[src/design/tct_pkg.sv]
// constants and types for the thermal clock throttle block
package tct_pkg;
    // register offsets of the software port
    localparam logic [3:0] ADDR_SW_THROTTLE = 4'h0;
    localparam logic [3:0] ADDR_CONFIG = 4'h1;
    localparam logic [3:0] ADDR_STATUS = 4'h2;
    // software throttle field positions
    localparam int SW_EN_BIT = 4;
    localparam int SW_DUTY_LO = 1;
    localparam int SW_DUTY_HI = 3;
    // config field positions
    localparam int CFG_PROT_EN_BIT = 0;
    localparam int CFG_IRQ_RISE_BIT = 1;
    localparam int CFG_IRQ_FALL_BIT = 2;
    // reset values
    localparam logic [4:0] SW_THROTTLE_RESET = 5'h00;
    localparam logic [2:0] CONFIG_RESET = 3'h1;
    // modulation period in eighths; factory duty in eighths on
    localparam int PERIOD_STEPS = 8;
    localparam logic [2:0] FACTORY_DUTY_ON = 3'h4;
    // longest clock-off interval and derived cycle count
    localparam int CLK_MHZ = 40;
    localparam int MAX_OFF_NS = 3000;
    localparam int MAX_OFF_CYCLES = (MAX_OFF_NS * CLK_MHZ) / 1000;
    // default step length so that 7 off-steps stay within the off limit
    localparam int STEP_CYCLES_DEFAULT = MAX_OFF_CYCLES / PERIOD_STEPS;
    localparam int HYST_CYCLES_DEFAULT = 4000;

    typedef enum logic [1:0] {
        TCT_IDLE = 2'b00,
        TCT_AUTO = 2'b01,
        TCT_HYST = 2'b10
    } tct_mode_t;
endpackage : tct_pkg

[src/design/tct_modulator.sv]
// clock gate pattern generator for a given on-fraction
`timescale 1ns/1ps
module tct_modulator #(
    parameter int STEP_CYCLES = 15
) (
    input wire logic i_core_clk,
    input wire logic i_rst,
    input wire logic i_active,
    input wire logic [2:0] i_duty_on,
    output logic o_clk_on
);
    typedef struct packed {
        logic [15:0] cyc;
        logic [2:0] step;
        logic on;
    } tct_mod_state_t;

    tct_mod_state_t st;
    tct_mod_state_t next_st;

    always_comb begin
        next_st = st;
        if (!i_active) begin
            next_st.cyc = 16'h0000;
            next_st.step = 3'h0;
            next_st.on = 1'b1;
        end else begin
            if (st.cyc >= 16'(STEP_CYCLES - 1)) begin
                next_st.cyc = 16'h0000;
                next_st.step = st.step + 3'h1;
            end else begin
                next_st.cyc = st.cyc + 16'h0001;
            end
            // zero code gives one eighth on, minimum fraction
            next_st.on = (next_st.step <= ((i_duty_on == 3'h0) ? 3'h0 : i_duty_on - 3'h1));
        end
    end

    always_ff @(posedge i_core_clk or posedge i_rst) begin
        if (i_rst) begin
            st <= '{cyc: 16'h0000, step: 3'h0, on: 1'b1};
        end else begin
            st <= next_st;
        end
    end

    assign o_clk_on = st.on;
endmodule : tct_modulator

[src/design/tct_throttle.sv]
// thermal clock throttle top: automatic and software throttling
`timescale 1ns/1ps
module tct_throttle #(
    parameter int STEP_CYCLES = tct_pkg::STEP_CYCLES_DEFAULT,
    parameter int HYST_CYCLES = tct_pkg::HYST_CYCLES_DEFAULT
) (
    input wire logic i_core_clk,
    input wire logic i_rst,
    // software port
    input wire logic [3:0] i_addr,
    input wire logic [7:0] i_wdata,
    input wire logic i_wr,
    input wire logic i_rd,
    output logic [7:0] o_rdata,
    // on-die sensor comparators, threshold fixed in silicon
    input wire logic i_die_at_max,
    input wire logic i_die_catastrophic,
    // hot pin, active low, open-drain
    input wire logic i_die_hot_indication_n,
    output logic o_die_hot_indication_n,
    output logic o_die_hot_indication_oe,
    // shutdown pin, active low
    output logic o_overheat_shutdown_n,
    // core side
    output logic o_core_clk_en,
    output logic o_throttle_active,
    input wire logic i_irq_req,
    output logic o_irq_service,
    output logic o_hot_irq
);
    typedef struct packed {
        logic [4:0] sw_ctl;
        logic [2:0] cfg;
        tct_pkg::tct_mode_t mode;
        logic [15:0] hyst;
        logic pin_hot_d;
        logic irq_pend;
        logic irq_svc;
        logic hot_irq;
        logic trip;
        logic [7:0] rdata;
    } tct_state_t;

    tct_state_t st;
    tct_state_t next_st;
    logic pin_hot;
    logic hot_any;
    logic auto_on;
    logic sw_on;
    logic mod_active;
    logic [2:0] duty;
    logic clk_on;
    logic clk_run;

    // ------------------------------------------------------------
    // throttle decision
    // ------------------------------------------------------------
    // pin level seen includes our own drive and any external pull-low
    assign pin_hot = !i_die_hot_indication_n;
    assign hot_any = i_die_at_max || pin_hot;
    assign auto_on = (st.mode != tct_pkg::TCT_IDLE);
    assign sw_on = st.sw_ctl[tct_pkg::SW_EN_BIT];
    assign mod_active = (auto_on || sw_on) && !st.trip;
    assign duty = auto_on ? tct_pkg::FACTORY_DUTY_ON
                          : st.sw_ctl[tct_pkg::SW_DUTY_HI:tct_pkg::SW_DUTY_LO];

    tct_modulator #(
        .STEP_CYCLES(STEP_CYCLES)
    ) u_mod (
        .i_core_clk(i_core_clk),
        .i_rst(i_rst),
        .i_active(mod_active),
        .i_duty_on(duty),
        .o_clk_on(clk_on)
    );

    // core clocks really run only while no trip holds them
    assign clk_run = clk_on && !st.trip;

    // ------------------------------------------------------------
    // next state
    // ------------------------------------------------------------
    always_comb begin
        next_st = st;
        next_st.rdata = 8'h00;
        next_st.irq_svc = 1'b0;
        next_st.pin_hot_d = pin_hot;
        if (i_wr && i_addr == tct_pkg::ADDR_SW_THROTTLE) begin
            next_st.sw_ctl = i_wdata[4:0];
        end
        if (i_wr && i_addr == tct_pkg::ADDR_CONFIG) begin
            next_st.cfg = i_wdata[2:0];
        end
        case (st.mode)
            tct_pkg::TCT_IDLE: begin
                if (hot_any && st.cfg[tct_pkg::CFG_PROT_EN_BIT]) begin
                    next_st.mode = tct_pkg::TCT_AUTO;
                end
            end
            tct_pkg::TCT_AUTO: begin
                if (!hot_any) begin
                    next_st.mode = tct_pkg::TCT_HYST;
                    next_st.hyst = 16'h0000;
                end
            end
            tct_pkg::TCT_HYST: begin
                if (hot_any) begin
                    next_st.mode = tct_pkg::TCT_AUTO;
                end else if (st.hyst >= 16'(HYST_CYCLES - 1)) begin
                    next_st.mode = tct_pkg::TCT_IDLE;
                end else begin
                    next_st.hyst = st.hyst + 16'h0001;
                end
            end
            default: begin
                next_st.mode = tct_pkg::TCT_IDLE;
            end
        endcase
        if (!st.cfg[tct_pkg::CFG_PROT_EN_BIT]) begin
            next_st.mode = tct_pkg::TCT_IDLE;
        end
        // interrupt requests wait for a clocks-on interval
        if (clk_run && (st.irq_pend || i_irq_req)) begin
            next_st.irq_svc = 1'b1;
            next_st.irq_pend = 1'b0;
        end else if (i_irq_req) begin
            next_st.irq_pend = 1'b1;
        end
        // status read clears the edge flag; a new edge wins
        if (i_rd && i_addr == tct_pkg::ADDR_STATUS) begin
            next_st.hot_irq = 1'b0;
        end
        if ((pin_hot && !st.pin_hot_d && st.cfg[tct_pkg::CFG_IRQ_RISE_BIT])
            || (!pin_hot && st.pin_hot_d && st.cfg[tct_pkg::CFG_IRQ_FALL_BIT])) begin
            next_st.hot_irq = 1'b1;
        end
        // trip holds until reset, regardless of protection enable
        if (i_die_catastrophic) begin
            next_st.trip = 1'b1;
        end
        if (i_rd) begin
            case (i_addr)
                tct_pkg::ADDR_SW_THROTTLE: next_st.rdata = {3'h0, st.sw_ctl};
                tct_pkg::ADDR_CONFIG: next_st.rdata = {5'h00, st.cfg};
                tct_pkg::ADDR_STATUS: next_st.rdata = {3'h0, st.trip, st.hot_irq, pin_hot,
                                                        mod_active, auto_on};
                default: next_st.rdata = 8'h00;
            endcase
        end
    end

    always_ff @(posedge i_core_clk or posedge i_rst) begin
        if (i_rst) begin
            st <= '{sw_ctl: tct_pkg::SW_THROTTLE_RESET, cfg: tct_pkg::CONFIG_RESET,
                    mode: tct_pkg::TCT_IDLE, hyst: 16'h0000, pin_hot_d: 1'b0,
                    irq_pend: 1'b0, irq_svc: 1'b0, hot_irq: 1'b0, trip: 1'b0,
                    rdata: 8'h00};
        end else begin
            st <= next_st;
        end
    end

    // ------------------------------------------------------------
    // outputs
    // ------------------------------------------------------------
    assign o_die_hot_indication_n = 1'b0;
    assign o_die_hot_indication_oe = i_die_at_max;
    assign o_overheat_shutdown_n = !st.trip;
    assign o_core_clk_en = clk_run;
    assign o_throttle_active = mod_active;
    assign o_irq_service = st.irq_svc;
    assign o_hot_irq = st.hot_irq;
    assign o_rdata = st.rdata;
endmodule : tct_throttle

[config.mk]
export PLATFORM = sky130hd
export DESIGN_NAME = tct_throttle
export DESIGN_NICKNAME = d
export VERILOG_FILES = /design/src/design/tct_pkg.sv /design/src/design/tct_modulator.sv /design/src/design/tct_throttle.sv
export SDC_FILE = /design/constraint.sdc
export NUM_CORES = 1
export LEC_CHECK = 0
export BUFFER_PORTS_ARGS = -buffer_cell sky130_fd_sc_hd__buf_2
export CAP_MARGIN = 20
export CORE_UTILIZATION = 60
export CTS_BUF_LIST = sky130_fd_sc_hd__clkbuf_8 sky130_fd_sc_hd__clkbuf_16
export DETAILED_ROUTE_END_ITERATION = 10
export HOLD_SLACK_MARGIN = 0.05
export PLACE_DENSITY = 0.92
export SETUP_SLACK_MARGIN = 0.5
export SYNTH_ARGS = -nofsm -noshare
export SYNTH_HDL_FRONTEND = slang
export SYNTH_SLANG_ARGS = --single-unit
[constraint.sdc]
create_clock -name i_core_clk -period 5.05 [get_ports i_core_clk]
set_input_delay 0.505 -clock i_core_clk [delete_from_list [all_inputs] [get_ports i_core_clk]]
set_output_delay 0.505 -clock i_core_clk [all_outputs]
set_load 0.03 [all_outputs]
[Word-level counts from Yosys, hierarchy flattened]
Cells that the tools add are included.
Word-level totals
  bits of input ports: 20
  register bits: 59
Operators by class
  equality and inequality tests: 10
  reduce and logical (&&, ||, !) cells: 27
  muxes and demuxes: 22
  $add $sub $neg: 4
  $lt $le $gt $ge: 3
Operators by type and width (count)
  $mux 16: 3
  $add 16x1->16 const B: 2
  $pmux 16 s2: 1
  $mux 20: 1
  $mux 18: 1
  $ge 16x12->1 const B: 1
  $ge 16x4->1 const B: 1
  $pmux 5 s3: 1
  $mux 3: 4
  $logic_and 1x1->1: 11
  $mux 2: 4
  $reduce_bool 2->1: 4
  $ne 2x2->1 const B: 3
  $ne 3x3->1 const B: 2
  $pmux 2 s3: 1
  $mux 1: 5
  $mux 5: 1
  $eq 4x1->1 const B: 1
  $eq 4x2->1 const B: 1
  $logic_not 4->1: 1
  $logic_or 1x1->1: 4
  $ne 4x4->1 const B: 1
  $reduce_and 4->1: 1
  $add 3x1->3 const B: 1
  8 further kinds: 10

[Logic depth before layout (Yosys ltp)]
  depth in word-level cells: 6
  depth in mapped cells: 9

[Modules after synthesis]
Synthesis repeated with hierarchy kept, for this count alone.
Second synthesis, totals
  cell total of the unflattened synthesis: 242
  area total of the unflattened synthesis: 2612.5 um2
By module, submodules not included
  tct_throttle: area each 1744.2 um2, instances 1, cells each 174
  tct_modulator: area each 868.3 um2, instances 1, cells each 68

[Least setup slack after synthesis]
Ideal clock, no wire load.
  kind: reg2reg
  start: register u_mod.st[4] (netlist name)
  end: register u_mod.st (netlist bit u_mod.o_clk_on)
  stages on the path, launching flop included: 10
  path buffers: 0
  data arrival time: 1.966 ns
  path slack: 3.005 ns
  cell sequence: dfrtp_1 -> inv_1 -> ha_1 -> o211ai_1 -> nand4_1 -> mux2_2 -> ha_1 -> nor2b_1 -> o21a_1 -> o21ai_0
RTL lines
  start, declared: line tct_modulator.sv:18  | tct_mod_state_t st;
  start signal, assigned: line tct_modulator.sv:41  | st <= '{cyc: 16'h0000, step: 3'h0, on: 1'b1};
  start signal, assigned: line tct_modulator.sv:43  | st <= next_st;

[Worst setup path in the final report]
  start: register st[30] (netlist name)
  end: output port o_throttle_active
On the way
  cells in the longest elaborated chain, start to end: 3
Ends and longest elaborated chain
  start, declared: line tct_throttle.sv:44  | tct_state_t st;
  start signal, assigned: line tct_throttle.sv:154  | st <= '{sw_ctl: tct_pkg::SW_THROTTLE_RESET, cfg: tct_pkg::CONFIG_RESET,
  start signal, assigned: line tct_throttle.sv:159  | st <= next_st;
  $reduce_bool 2->1: line tct_throttle.sv:61  | assign auto_on = (st.mode != tct_pkg::TCT_IDLE);
  $logic_or 1x1->1: line tct_throttle.sv:63  | assign mod_active = (auto_on || sw_on) && !st.trip;
  $logic_and 1x1->1: line tct_throttle.sv:63
  end, declared: line tct_throttle.sv:26  | output logic o_throttle_active,
No other way between the ends.

==> flow_summary_export.csv <==
group,metric,value,unit
synth,syn_area,2660,µm²
setup_path,worst_setup_path_start_kind,"flip-flop",
floorplan,fp-row-count,23,
synth,synth_seq_area_share,0.528,
cts,cts_tree,"built",
worst_hold_path,hp-class,"primary input to async pin",
synth,yosysWarningCount,0,
sta,max_freq,420,MHz
cts,cts-resized-gates,0,
sta,setup_viol,0,
global_routing,grt_use_met3,0.0461,
synth,synth_top_family_by_area,"simple AND/OR/NAND/NOR gates",
synth,synth_area_leaders,"dfrtp_1 51%, ha_1 4.2%, mux2_2 3.8%",
global_routing,met1_usage,0.286,
synth,synth_top_area_cell,"dfrtp_1",
outcome,status,"completed",
route,drc,0,
layout,seq_area,1400,µm²
placed_design,gp_congestion,0.890,
route,drt_pass1_iterations,4,
floorplan,fp.dieArea,4700,µm²
sta,slew_headroom,0.604,
sta,fin_crit,2380,ps
synth,synth-xor-area-share,0.0132,
cts,numCtsBuffers,5,
sta,finalHoldViolCount,0,
global_routing,top_usage_layer,"met2",
sta,rsz0062_at_grt,"false",
synth,ys_types,56,
synth,muxShareOfSynthArea,0.0607,
global_routing,grt_pass1_wl,8020,µm
synth,synth.most_common_cell,"dfrtp_1",
floorplan,die_h,68.6,µm
power_and_ir_drop,finalPower,0.919,mW
setup_path,end_kind,"primary output",
synth,synth_compound_area_frac,0.0875,
layout,nets,312,
cts,clock_tree.root_cell,"clkbuf_8",
floorplan,ioPinCount,35,
sta,tightestPinTransition,593,ps
power_and_ir_drop,p_per_area,313,nW/µm²
global_routing,grt_max_degree,57,
cts,cts_num_sinks,56,
sta,finalCritPeriodShare,0.472,
global_routing,overflow,0,
layout,drive_above_1_share,0.215,
global_routing,antenna_found_initial,0,
cts,cts_setup_buffers,0,
synth,netlist.area_leader.share,0.508,
layout,multi_input_area,1170,µm²
synth,synth-simple-area-share,0.216,
job,cap_viol_max_count,0,
route,vias,1870,
cts,insertion_delay,310,ps
synth,syn_inst,247,
power_and_ir_drop,irDropWorstVdd,0.209,mV
cts,cts.reportedPaths.clkPinSlew,110,ps
placed_design,io_buffer_count,27,
sta,tns,0,ps
route,viasPerCell,5.60,
synth,syn_avg_cell_area,10.8,µm²
layout,area_growth,10.5,%
layout,nFillCells,289,
sta,fin_skew,6.98,ps
synth,ys_seq_elements,56,
synth,ys_async_sr_fraction,1.00,
synth,ys_top_cells_by_count,"54 x dfrtp_1, 20 x nor2_1, 17 x nand2_1",
setup_path,crit_required,4550,ps
setup_path,reg2regPathDepth,9,
route,wl_per_cell,14.6,µm
placed_design,dp_cells,325,
placed_design,dp_hpwl,3500,µm
route,drt_iter0_markers,137,
floorplan,core,4120,µm²
layout,n_antenna_cell,0,
power_and_ir_drop,leakagePower,1.39,nW
setup_path,cp.arrival,1880,ps
cts,cts-htree-levels,2,
route,ant_nets,0,
cts,clockBufferDepth,2,
layout,layoutNonFillerInstCount,334,
cts,cts_hold_buf,0,
synth,synth-edff-count,0,
global_routing,grt_usage,0.235,
global_routing,grt_pass1_vias,1842,
route,drt-total-wl,4870,µm
synth,synth_adder_area_share,0.0423,
floorplan,die_w,68.6,µm
sta,drv_slew,0,
floorplan,start_util,0.646,
setup_path,crit_fanout,6,
global_routing,gr-usage-met2,0.418,
synth,synth_ff_type,"dfrtp_1",
setup_path,setup.worst_path.class,"flip-flop to primary output",
==> registers in the layout, summed over array words and instances (netlist names) <==
register	cells
o_irq_service	1
u_mod.o_clk_on	1
o_hot_irq	1
o_rdata	5
u_mod.st	19
st	29
==> per-stage QoR <==
step                cell area, µm²  utilization  hold slack, ps  worst slack (ps)
finish                        2940        0.715             141              2670
global placement              2820        0.686             462              2830
floorplan                     2710            -             450              3000
global route                  2940        0.715             162              2510
CTS                           2920        0.710             376              2680
detailed placement            2820        0.686             476              2760
==> cell families after synthesis <==
group	Yosys count
other	1
XOR/XNOR	4
AND/OR/NAND/NOR	103
adder cells (fa/ha/maj)	9
AO/OA/AOI/OAI	33
multiplexers	15
buffers and inverters	26
flip-flops	56
==> layer usage <==
layer | share of wire | vias to the layer above | wire (µm)
met4 | 0.0078 | 0 | 38
met1 | 0.41 | 881 | 2020
li1 | - | 912 | -
met5 | 0 | - | 0
met2 | 0.52 | 73 | 2520
met3 | 0.061 | 4 | 298
==> power breakdown <==
part	internal (mW)	switching (mW)
clock network	0.102	0.152
logic	0.0592	0.0824
registers	0.486	0.0377
total	0.647	0.272
==> path summary, 6_finish.rpt <==
path	from	to	slack [ps]
max in group asynchronous	i_rst	st[31]$_DFFE_PP1P_	4320
max reg2reg	u_mod.st[4]$_DFF_PP0_	u_mod.o_clk_on$_DFF_PP1_	2740
min in group i_core_clk	i_die_catastrophic	st[8]$_DFFE_PP0P_	380
min reg2reg	u_mod.st[4]$_DFF_PP0_	u_mod.st[4]$_DFF_PP0_	490
min	i_rst	st[11]$_DFFE_PP0P_	140
max	st[30]$_DFFE_PP0P_	o_throttle_active	2670
==> worst max-delay path: stages (launching register included) <==
cell	delay, ps
dfrtp_1	460
or2_2	370
o21ai_0	440
inv_1	100
buf_2	200
==> area by class of cell <==
class                   count  area share
clock inverters             3     0.00936
clock buffers               5      0.0234
repair buffers             28      0.0528
multi-input cells         179       0.399
flip-flops and latches     56       0.477
inverters                  13      0.0166
well taps                  50      0.0213
==> layout by cell type, fill, tap and decap left out, drive strengths merged, types with 6 or more instances in the layout <==
cell type	count
mux2	9
conb	15
dfrtp	54
ha	9
a21oi	9
nand3	12
mux2i	6
buf	28
nor2	20
nor2b	6
nor4	8
nand2	18
inv	14
and2	6
Power figures use the tool's default switching activity.
